[src/design/acc_map.svh]
// Purpose: Register offsets, field positions and timing counts of the
//          converter control block.
// Assumes: 8-bit special function register bus, 8-bit addresses.
// Notes:   Definitions only.
`ifndef ACC_MAP_SVH
`define ACC_MAP_SVH

// ----------------------------------------------------------------------
// Register offsets
// ----------------------------------------------------------------------
`define ACC_OFF_CLK_DIV   8'hF2
`define ACC_OFF_CONTROL   8'hF3
`define ACC_OFF_RES_LOW   8'hF4
`define ACC_OFF_RES_HIGH  8'hF5
`define ACC_OFF_PIN_CFG   8'hF6

// ----------------------------------------------------------------------
// Control and divider register fields
// ----------------------------------------------------------------------
`define ACC_BIT_PSEUDO_IDLE_SELECT    6
`define ACC_BIT_ENABLE    5
`define ACC_BIT_DONE      4
`define ACC_BIT_START     3
`define ACC_CH_HI         2
`define ACC_CH_LO         0
`define ACC_DIV_HI        4
`define ACC_DIV_LO        0

// ----------------------------------------------------------------------
// Reset values and divider figures
// ----------------------------------------------------------------------
`define ACC_RST_BYTE      8'h00
`define ACC_RST_DIV       5'h00
`define ACC_RST_RES       10'h000
`define ACC_ZERO_DIV_X1   8'h80
`define ACC_ZERO_DIV_X2   8'h40
`define ACC_MUL_X1        3'h4
`define ACC_MUL_X2        3'h2
`define ACC_ONE8          8'h01
`define ACC_ZERO8         8'h00
// Sample-and-hold plus ten bit steps, counted in converter clocks
`define ACC_CONV_CLOCKS   4'hB
`define ACC_ONE4          4'h1
`define ACC_ZERO4         4'h0

`endif

[src/design/acc_pkg.sv]
// Purpose: Types shared by the converter control block.
// Assumes: Offsets and counts live in acc_map.svh.
// Notes:   Holds the sequencer state type only.
package acc_pkg;
  typedef enum logic [1:0] {
    ACC_IDLE,
    ACC_CONVERT,
    ACC_FINISH
  } acc_state_e;
endpackage

[src/design/acc_clk_div.sv]
// Purpose: Converter clock enable from the core clock and the divisor.
// Assumes: One clock; output is a one-cycle enable pulse.
// Notes:   Ratio 4*div or 128 in standard mode, 2*div or 64 in double.
`timescale 1ns/1ps
`include "acc_map.svh"

module acc_clk_div (
  input  wire logic       mclk,
  input  wire logic       sys_rst,
  input  wire logic       run,
  input  wire logic       double_speed_clock_mode,
  input  wire logic [4:0] clock_divisor,
  output logic            tick
);

  logic [7:0] count;
  logic [7:0] ratio;
  logic [7:0] mult;
  logic [7:0] next_count;
  logic       wrap;

  // ----------------------------------------------------------------------
  // Ratio selection
  // ----------------------------------------------------------------------
  // Divisor multiplier: 2 in double mode, 4 in standard mode
  assign mult  = double_speed_clock_mode ? 8'(`ACC_MUL_X2)
                                         : 8'(`ACC_MUL_X1);
  assign ratio = (clock_divisor == `ACC_RST_DIV)
               ? (double_speed_clock_mode ? `ACC_ZERO_DIV_X2
                                          : `ACC_ZERO_DIV_X1)
               : 8'(mult * 8'(clock_divisor));
  assign wrap       = (count >= ratio - `ACC_ONE8);
  assign next_count = wrap ? `ACC_ZERO8 : count + `ACC_ONE8;

  // Counter held at zero while stopped so every conversion starts aligned
  always_ff @(posedge mclk) begin
    if (sys_rst || !run) begin
      count <= `ACC_ZERO8;
      tick  <= 1'b0;
    end else begin
      count <= next_count;
      tick  <= wrap;
    end
  end

endmodule // acc_clk_div

[src/design/acc_conv_ctrl.sv]
// Purpose: Register file and sequencer of a 10-bit converter.
// Assumes: Byte-wide register port at documented offsets; analog core
//          returns a 10-bit sample after eleven converter clocks.
// Notes:   Reserved bits read as zero.
`timescale 1ns/1ps
`include "acc_map.svh"

module acc_conv_ctrl (
  input  wire logic       mclk,
  input  wire logic       sys_rst,
  input  wire logic [7:0] reg_addr,
  input  wire logic       reg_wr,
  input  wire logic       reg_rd,
  input  wire logic [7:0] reg_wdata,
  output logic      [7:0] reg_rdata,
  input  wire logic       double_speed_clock_mode,
  input  wire logic       converter_irq_enable,
  input  wire logic [9:0] converter_result,
  output logic      [2:0] converter_input,
  output logic      [7:0] pin_analog_select,
  output logic            converter_powered,
  output logic            sample_hold,
  output logic            core_pseudo_idle,
  output logic            conversion_irq
);

  logic [4:0]        clock_divisor;
  logic              pseudo_idle_select;
  logic              converter_enable;
  logic              conversion_done_flag;
  logic              conversion_start_busy;
  logic [2:0]        input_channel_select;
  logic [9:0]        result;
  logic [3:0]        step;
  acc_pkg::acc_state_e state;
  acc_pkg::acc_state_e next_state;
  logic              tick;
  logic              irq_prev;

  // ----------------------------------------------------------------------
  // Address decode
  // ----------------------------------------------------------------------
  wire sel_div  = (reg_addr == `ACC_OFF_CLK_DIV);
  wire sel_ctl  = (reg_addr == `ACC_OFF_CONTROL);
  wire sel_lo   = (reg_addr == `ACC_OFF_RES_LOW);
  wire sel_hi   = (reg_addr == `ACC_OFF_RES_HIGH);
  wire sel_cfg  = (reg_addr == `ACC_OFF_PIN_CFG);
  wire wr_ctl   = reg_wr && sel_ctl;
  wire start_wr = wr_ctl && reg_wdata[`ACC_BIT_START];
  // Enable as it stands after this edge, so a start that also sets the
  // enable bit runs at once and a write that clears it aborts at once
  wire run_en   = wr_ctl ? reg_wdata[`ACC_BIT_ENABLE] : converter_enable;
  wire chan_ok  = pin_analog_select[reg_wdata[`ACC_CH_HI:`ACC_CH_LO]];
  wire start_ok = start_wr && reg_wdata[`ACC_BIT_ENABLE] && chan_ok
               && (state == acc_pkg::ACC_IDLE);
  wire done_ev  = (state == acc_pkg::ACC_FINISH);
  wire [7:0] ctl_view = {1'b0, pseudo_idle_select, converter_enable,
                         conversion_done_flag, conversion_start_busy,
                         input_channel_select};
  wire [7:0] rd_mux =
    sel_div ? {3'h0, clock_divisor} :
    sel_ctl ? ctl_view :
    sel_lo  ? {6'h00, result[1:0]} :
    sel_hi  ? result[9:2] :
    sel_cfg ? pin_analog_select : `ACC_RST_BYTE;

  // ----------------------------------------------------------------------
  // Converter clock
  // ----------------------------------------------------------------------
  acc_clk_div u_div (
    .mclk                    (mclk),
    .sys_rst                 (sys_rst),
    .run                     (state == acc_pkg::ACC_CONVERT),
    .double_speed_clock_mode (double_speed_clock_mode),
    .clock_divisor           (clock_divisor),
    .tick                    (tick)
  );

  // ----------------------------------------------------------------------
  // Sequencer
  // ----------------------------------------------------------------------
  always_comb begin
    next_state = state;
    case (state)
      acc_pkg::ACC_IDLE:    if (start_ok) next_state = acc_pkg::ACC_CONVERT;
      acc_pkg::ACC_CONVERT: if (tick && step == `ACC_CONV_CLOCKS - `ACC_ONE4)
                              next_state = acc_pkg::ACC_FINISH;
      acc_pkg::ACC_FINISH:  next_state = acc_pkg::ACC_IDLE;
      default:              next_state = acc_pkg::ACC_IDLE;
    endcase
  end

  // State and step counter; disabling the converter aborts a conversion
  always_ff @(posedge mclk) begin
    if (sys_rst || !run_en) begin
      state <= acc_pkg::ACC_IDLE;
      step  <= `ACC_ZERO4;
    end else begin
      state <= next_state;
      if (state != acc_pkg::ACC_CONVERT)
        step <= `ACC_ZERO4;
      else if (tick)
        step <= step + `ACC_ONE4;
    end
  end

  // ----------------------------------------------------------------------
  // Registers
  // ----------------------------------------------------------------------
  // Divisor field and analog pin configuration
  always_ff @(posedge mclk) begin
    if (sys_rst) begin
      clock_divisor     <= `ACC_RST_DIV;
      pin_analog_select <= `ACC_RST_BYTE;
    end else begin
      if (reg_wr && sel_div)
        clock_divisor <= reg_wdata[`ACC_DIV_HI:`ACC_DIV_LO];
      if (reg_wr && sel_cfg)
        pin_analog_select <= reg_wdata;
    end
  end

  // Control fields; hardware set of the done flag beats a software clear
  always_ff @(posedge mclk) begin
    if (sys_rst) begin
      pseudo_idle_select    <= 1'b0;
      converter_enable      <= 1'b0;
      input_channel_select  <= 3'h0;
      conversion_done_flag  <= 1'b0;
      conversion_start_busy <= 1'b0;
    end else begin
      if (wr_ctl) begin
        pseudo_idle_select   <= reg_wdata[`ACC_BIT_PSEUDO_IDLE_SELECT];
        converter_enable     <= reg_wdata[`ACC_BIT_ENABLE];
        input_channel_select <= reg_wdata[`ACC_CH_HI:`ACC_CH_LO];
      end
      if (done_ev)
        conversion_done_flag <= 1'b1;
      else if (wr_ctl && !reg_wdata[`ACC_BIT_DONE])
        conversion_done_flag <= 1'b0;
      if (start_ok)
        conversion_start_busy <= 1'b1;
      else if (done_ev || !run_en)
        conversion_start_busy <= 1'b0;
    end
  end

  // Result capture and registered outputs
  always_ff @(posedge mclk) begin
    if (sys_rst) begin
      result            <= `ACC_RST_RES;
      reg_rdata         <= `ACC_RST_BYTE;
      converter_input   <= 3'h0;
      converter_powered <= 1'b0;
      sample_hold       <= 1'b0;
      core_pseudo_idle  <= 1'b0;
      conversion_irq    <= 1'b0;
      irq_prev          <= 1'b0;
    end else begin
      if (done_ev)
        result <= converter_result;
      reg_rdata <= reg_rd ? rd_mux : `ACC_RST_BYTE;
      converter_input   <= input_channel_select;
      converter_powered <= converter_enable;
      sample_hold       <= (state == acc_pkg::ACC_CONVERT)
                        && (step == `ACC_ZERO4);
      core_pseudo_idle  <= pseudo_idle_select && conversion_start_busy;
      conversion_irq    <= conversion_done_flag && converter_irq_enable;
      irq_prev          <= conversion_irq;
    end
  end
endmodule // acc_conv_ctrl

[config.mk]
export PLATFORM = sky130hd
export DESIGN_NAME = acc_conv_ctrl
export DESIGN_NICKNAME = d
export VERILOG_FILES = /design/src/design/acc_pkg.sv /design/src/design/acc_clk_div.sv /design/src/design/acc_conv_ctrl.sv
export VERILOG_INCLUDE_DIRS = /design/src /design/src/design
export SDC_FILE = /design/constraint.sdc
export NUM_CORES = 1
export LEC_CHECK = 0
export BUFFER_PORTS_ARGS = -buffer_cell sky130_fd_sc_hd__buf_4
export CORE_MARGIN = 3
export CORE_UTILIZATION = 55
export DETAILED_ROUTE_END_ITERATION = 10
export PLACE_DENSITY = 0.82
export SLEW_MARGIN = 10
export SYNTH_ARGS = -nofsm -noshare
export SYNTH_HDL_FRONTEND = slang
export SYNTH_HIERARCHICAL = 1
export SYNTH_SLANG_ARGS = --single-unit
[constraint.sdc]
create_clock -name mclk -period 3.33 [get_ports mclk]
set_clock_uncertainty 0.15 [all_clocks]
set_input_delay 0 -clock mclk [delete_from_list [all_inputs] [get_ports mclk]]
set_output_delay 0 -clock mclk [all_outputs]
set_load 0.01 [all_outputs]
; ---- Word level (Yosys, flattened, before mapping)
; Cells that the tools add are included.
[word_totals]
regBits = 60
elab_cells = 85
[op_classes]
addsub = 3
mul = 1
n_lt_le_gt_ge = 2
n_eq_ne = 11
n_mux = 18
bitwise = 1
n_reduce_logical = 29
[op_table]
columns = op, count
row1 = == test 8 bit (second input constant), 5
row2 = 2-to-1 mux 8 bit, 4
row3 = 2-to-1 mux 7 bit, 2
row4 = logical AND 1 bit, 12
row5 = adder 8 x 1 -> 8 bit (second input constant), 1
row6 = greater-or-equal comparator 8 bit, 1
row7 = multiplier 8 x 5 -> 8 bit, 1
row8 = subtractor 8 x 1 -> 8 bit (second input constant), 1
row9 = 2-to-1 mux 1 bit, 6
row10 = OR reduction 2 bit, 3
row11 = logical NOT 5 bit, 1
row12 = 2-to-1 mux 5 bit, 1
row13 = OR reduction 5 bit, 1
row14 = adder 4 x 1 -> 4 bit (second input constant), 1
row15 = == test 4 bit (second input constant), 1
row16 = logical NOT 4 bit, 1
row17 = < comparator 3 x 4 -> 1 bit (second input constant), 1
row18 = 2-to-1 mux 2 bit, 2
row19 = != test 2 bit (second input constant), 2
row20 = one-hot mux 2 bit (2 select lines), 1
row21 = nonzero test 2 bit, 2
row22 = binary-select mux 1 bit (select 3 bit), 1
row23 = logical NOT 1 bit, 3
row24 = logical OR 1 bit, 3
row25 = other kinds (8), 8

; ---- Logic depth before layout (Yosys ltp)
[logic_depth]
word_depth = 8
depth_mapped = 12
mapped_depth_nobuf = 10

; ---- By module
; The synthesis kept the hierarchy.
[modules_own_cells]
columns = module, n_inst, cells_each, area_each_um2, seq_area_each_um2
row1 = acc_conv_ctrl, 1, 252, 2322.2, 1021.0
row2 = acc_clk_div, 1, 80, 695.7, 180.2

; ---- Least setup slack after synthesis
; OpenSTA, ideal clock, no wires.
[synth_path]
kind = flip-flop to flip-flop
from = register clock_divisor[1]
to = register u_div.tick
setup_ns = 0.127
t_arrival_ns = 2.344
t_required_ns = 3.053
path_slack_ns = 0.709
stages_incl_launch_ff = 13
path_cell_list = dfxtp_1 > buf_6 > mux2i_1 > ha_1 > nor4_2 > a21oi_1 > or4_1 > ha_1 > a21oi_1 > nand3_1 > a31o_1 > buf_2 > nor2b_1
[synth_between]
elab_chain_len = 4
elab_cells_between_ends = 5
cone_classes = 1 x add/sub / 1 x mul / 1 x order compare / 1 x mux / 1 x reduce/logical
[synth_rtl]
columns = item, line_no
row1 = from (decl), acc_conv_ctrl.sv:27  ; logic [4:0] clock_divisor;
row2 = from (signal assigned), acc_conv_ctrl.sv:113  ; clock_divisor <= `ACC_RST_DIV;
row3 = from (signal assigned), acc_conv_ctrl.sv:117  ; clock_divisor <= reg_wdata[`ACC_DIV_HI:`ACC_DIV_LO];
row4 = multiplier 8 x 5 -> 8 bit or logical NOT 5 bit (tied branches), --
row5 = 2-to-1 mux 8 bit *, acc_clk_div.sv:28  ; assign ratio = (clock_divisor == `ACC_RST_DIV)
row6 = subtractor 8 x 1 -> 8 bit (no source line) *, --
row7 = greater-or-equal comparator 8 bit (no source line) *, --
row8 = to (signal assigned), acc_clk_div.sv:42  ; tick <= wrap;
row9 = to (decl), acc_clk_div.sv:13  ; output logic tick
; Every way passes the cells marked *; elsewhere a longest branch is shown, timed or not.
; A chain may end at the register's enable or synchronous reset.

; ---- Worst setup path after layout
; Ends and elaborated chain as after synthesis.

==> metrics.txt <==
status finished, final reports clean; largest net degree at the start of global routing 49; critical path cell sequence mux2i_1 > ha_1 > nor4_2 > a21oi_1 > or4_1 > ha_1 > a21oi_1 > nand3_1 > a31o_1 > nor2b_1; Avg WL per Cell 16.6 um; CTS Buf Count 9; Syn Nets 376; Seq cells post-synth 60; Layout Nets 463; final core utilization 76.8%; Seq/Total Area, Yosys 39.8%; vias in the first global route 2692; CTS clk-pin slew, worst paths 0.06 ns; first-pass detailed-route iteration total 5; via/cell ratio 5.80; Synth Flop Type dfxtp_1; Power Total 1.42 mW; cell area after layout 4000 sq um; cell depth of the worst setup path 10; post-synthesis area per instance 9.09 sq um; placed cells 437; Placer Congestion 0.866; final setup fails 0; Final Cycle Share 87.9%; Remaining Overflow, GRT 0; worst hold slack 0.0410 ns; fmax 342 MHz; worst r2r src clock_divisor[1]; Total Routing Usage GR 27.3%; CTS H-tree depth 3; Finished Layout Cells 492; fin crit period 2.93 ns; Fin. Hold Viols 0; Min-Delay Startpoint reg_addr[4]; worst reg2reg path depth 10; CTS root buf clkbuf_8; Routed WL 8170 um; DRC Markers 0; sequential share of power 50.5%; CP bufs+invs 0; Psw 0.323 mW; vias post-DR 2856; ys async rst share 0%; Layout fillers 361; Cell Area, Placed 3410 sq um; initial antenna violation count 0; area grow syn2layout 32.4%; Hold Path Class in -> reg; Mapped Area 3020 sq um; TritonCTS Sinks 60; post-CTS sizing 0; final slew viol count 0; initial core utilization 58.0%; DIE AREA 6410 sq um; Tightest Pin Transition 0.811 ns; warnings from Yosys 6; slowest stage delay, CP 0.52 ns; Die Span Y 80.1 um; setup repair after global routing missed its margin no; Post-DP HPWL 4930 um; clk_lat worst skew 0.34 ns; Clock power frac 41.5%; Net Sw Frac 22.7%; Max rail drop VDD 0.272 mV; TritonCTS clock tree yes; Int Pwr 1.10 mW; type of element capturing the critical path register; Reg2Reg Setup Slack 0.40 ns; first-pass GRT wire length 13300 um; CP max-delay cell dfxtp_1; Hold Path Sink converter_enable; DIE WIDTH 80.1 um; fin worst setup slack 0.403 ns; Critical Path AT 2.99 ns; layout cells sized above 1 18.2%; Max Cap Viol 0; Power Density 356 nW/um^2; Worst Path Required 3.40 ns; R2R Path End u_div/tick; I/O pin total 55; CP Class reg -> reg; hold path cells 5; Pleak 1.61 nW; Port Buffers 54; worst-case clock buffer depth 2; Post-synth EDFFs 0; Antenna Violating Nets Remaining 0; critical path peak fanout 11; ANT cells 0; final setup TNS 0 ns; post-place setup slack 0.418 ns; Relative slew margins 45.8%; Distinct cells, synth 54; Syn Inst Count 332; Iteration-0 DRC Markers 276; critical path launch point type register; core footprint 5200 sq um; row count 26; top cell family by delay on the critical path simple AND/OR/NAND/NOR gates; Comb power frac 8.0%
## logic make-up after synthesis
| kind of cell | share of synthesized area, % |
|---|---|
| and+or+nand+nor | 27.7 |
| buffers and inverters | 4.44 |
| DFF | 39.8 |
| AOI/OAI and AO/OA | 10.2 |
| xor gates and xnor gates | 3.48 |
| adders and majority gates | 4.97 |
| muxes | 9.37 |
## state kept, by name (all words and copies together) (netlist names)
register	count
step	4
conversion_start_busy	1
conversion_irq	1
state	2
reg_rdata	8
input_channel_select	3
converter_powered	1
u_div/count	8
pin_analog_select	8
sample_hold	1
u_div/tick	1
converter_input	3
result	10
core_pseudo_idle	1
converter_enable	1
pseudo_idle_select	1
conversion_done_flag	1
clock_divisor	5
## area by class of cell
cell class	count	area [sq um]	share of cell area (%)
multi-input cells	244	1680	42.1
flip-flops and latches	60	1200	30.1
repair buffers	95	816	20.4
clock buffers	12	165	4.13
well taps	70	87.6	2.19
inverters	9	33.8	0.845
clock inverters	2	10.0	0.250
## Yosys cell counts (all sizes together) (2+ instances only)
cell | number | area (sq um)
nand4 | 6 | 52.6
nor4b | 2 | 38.8
clkbuf | 9 | 33.8
xnor2 | 3 | 26.3
nor2 | 25 | 96.4
nor3 | 12 | 71.3
nor4 | 2 | 18.8
nand4b | 3 | 32.5
a2111oi | 2 | 18.8
a21boi | 2 | 15.0
a31oi | 3 | 18.8
ha | 12 | 150
a22o | 3 | 26.3
nor2b | 15 | 93.8
xor2 | 9 | 78.8
nand2 | 31 | 116
inv | 9 | 33.8
mux2i | 26 | 260
nand2b | 27 | 169
mux2 | 2 | 22.5
o22ai | 3 | 18.8
buf | 10 | 66.3
a32oi | 5 | 43.8
o21ai | 5 | 28.8
dfxtp | 60 | 1200
nand3b | 5 | 37.5
a21oi | 17 | 85.1
or4 | 2 | 15.0
nand3 | 8 | 40.0
and3 | 4 | 25.0
## what timing repair did
| action | CTS | global route |
|---|---|---|
| hold endpoints to repair | 45 | 0 |
| setup buffers | 0 | 0 |
| hold buffers | 41 | 0 |
## how the worst max path moves through the flow
stage / from / end / slack (ns)
2_1_floorplan: clock_divisor[1] / u_div/tick / 0.71
3_3_place_gp: clock_divisor[1] / u_div/tick / 0.57
3_5_place_dp: clock_divisor[1] / u_div/count[7] / 0.42
4_1_cts: clock_divisor[1] / u_div/tick / 0.41
5_1_grt: clock_divisor[1] / u_div/count[5] / 0.18
6_report: clock_divisor[1] / u_div/tick / 0.40
## per-layer routing
metal  routed length, um  track usage (%)
met2                3890             44.8
met1                3280             33.0
met4                 318             14.7
met5                   0                0
met3                 681             6.28
## placed cells by master (no fill, tap or decap), drive strengths merged, types with 3 or more instances in the layout
cell type,netlist,layout
a21oi,17,17
a22o,3,3
a31oi,3,3
a32oi,5,5
and3,4,4
buf,10,54
clkbuf,9,12
dfxtp,60,60
dlygate4sd3,0,41
ha,12,12
inv,9,9
mux2i,26,26
nand2,31,31
nand2b,27,27
nand3,8,8
nand3b,5,5
nand4,6,6
nand4b,3,3
nor2,25,25
nor2b,15,15
nor3,12,12
o21ai,5,5
o22ai,3,3
xnor2,3,3
xor2,9,9
## worst register-to-register path: stages, from the launching register on
cell,delay (ns)
dfxtp_1,0.52
mux2i_1,0.14
ha_1,0.30
nor4_2,0.18
a21oi_1,0.05
or4_1,0.40
ha_1,0.33
a21oi_1,0.15
nand3_1,0.11
a31o_1,0.30
nor2b_1,0.18
## power groups by stage
| stage | logic, mW | registers (mW) | clock network (mW) |
|---|---|---|---|
| CTS | 0.108 | 0.718 | 0.590 |
| finish | 0.114 | 0.718 | 0.590 |
| global placement | 0.0830 | 0.734 | 0 |
| global route | 0.119 | 0.718 | 0.627 |
| floorplan | 0.0458 | 0.734 | 0 |
| detailed placement | 0.0842 | 0.734 | 0 |
Note: power is estimated with default switching activity, not from simulation.
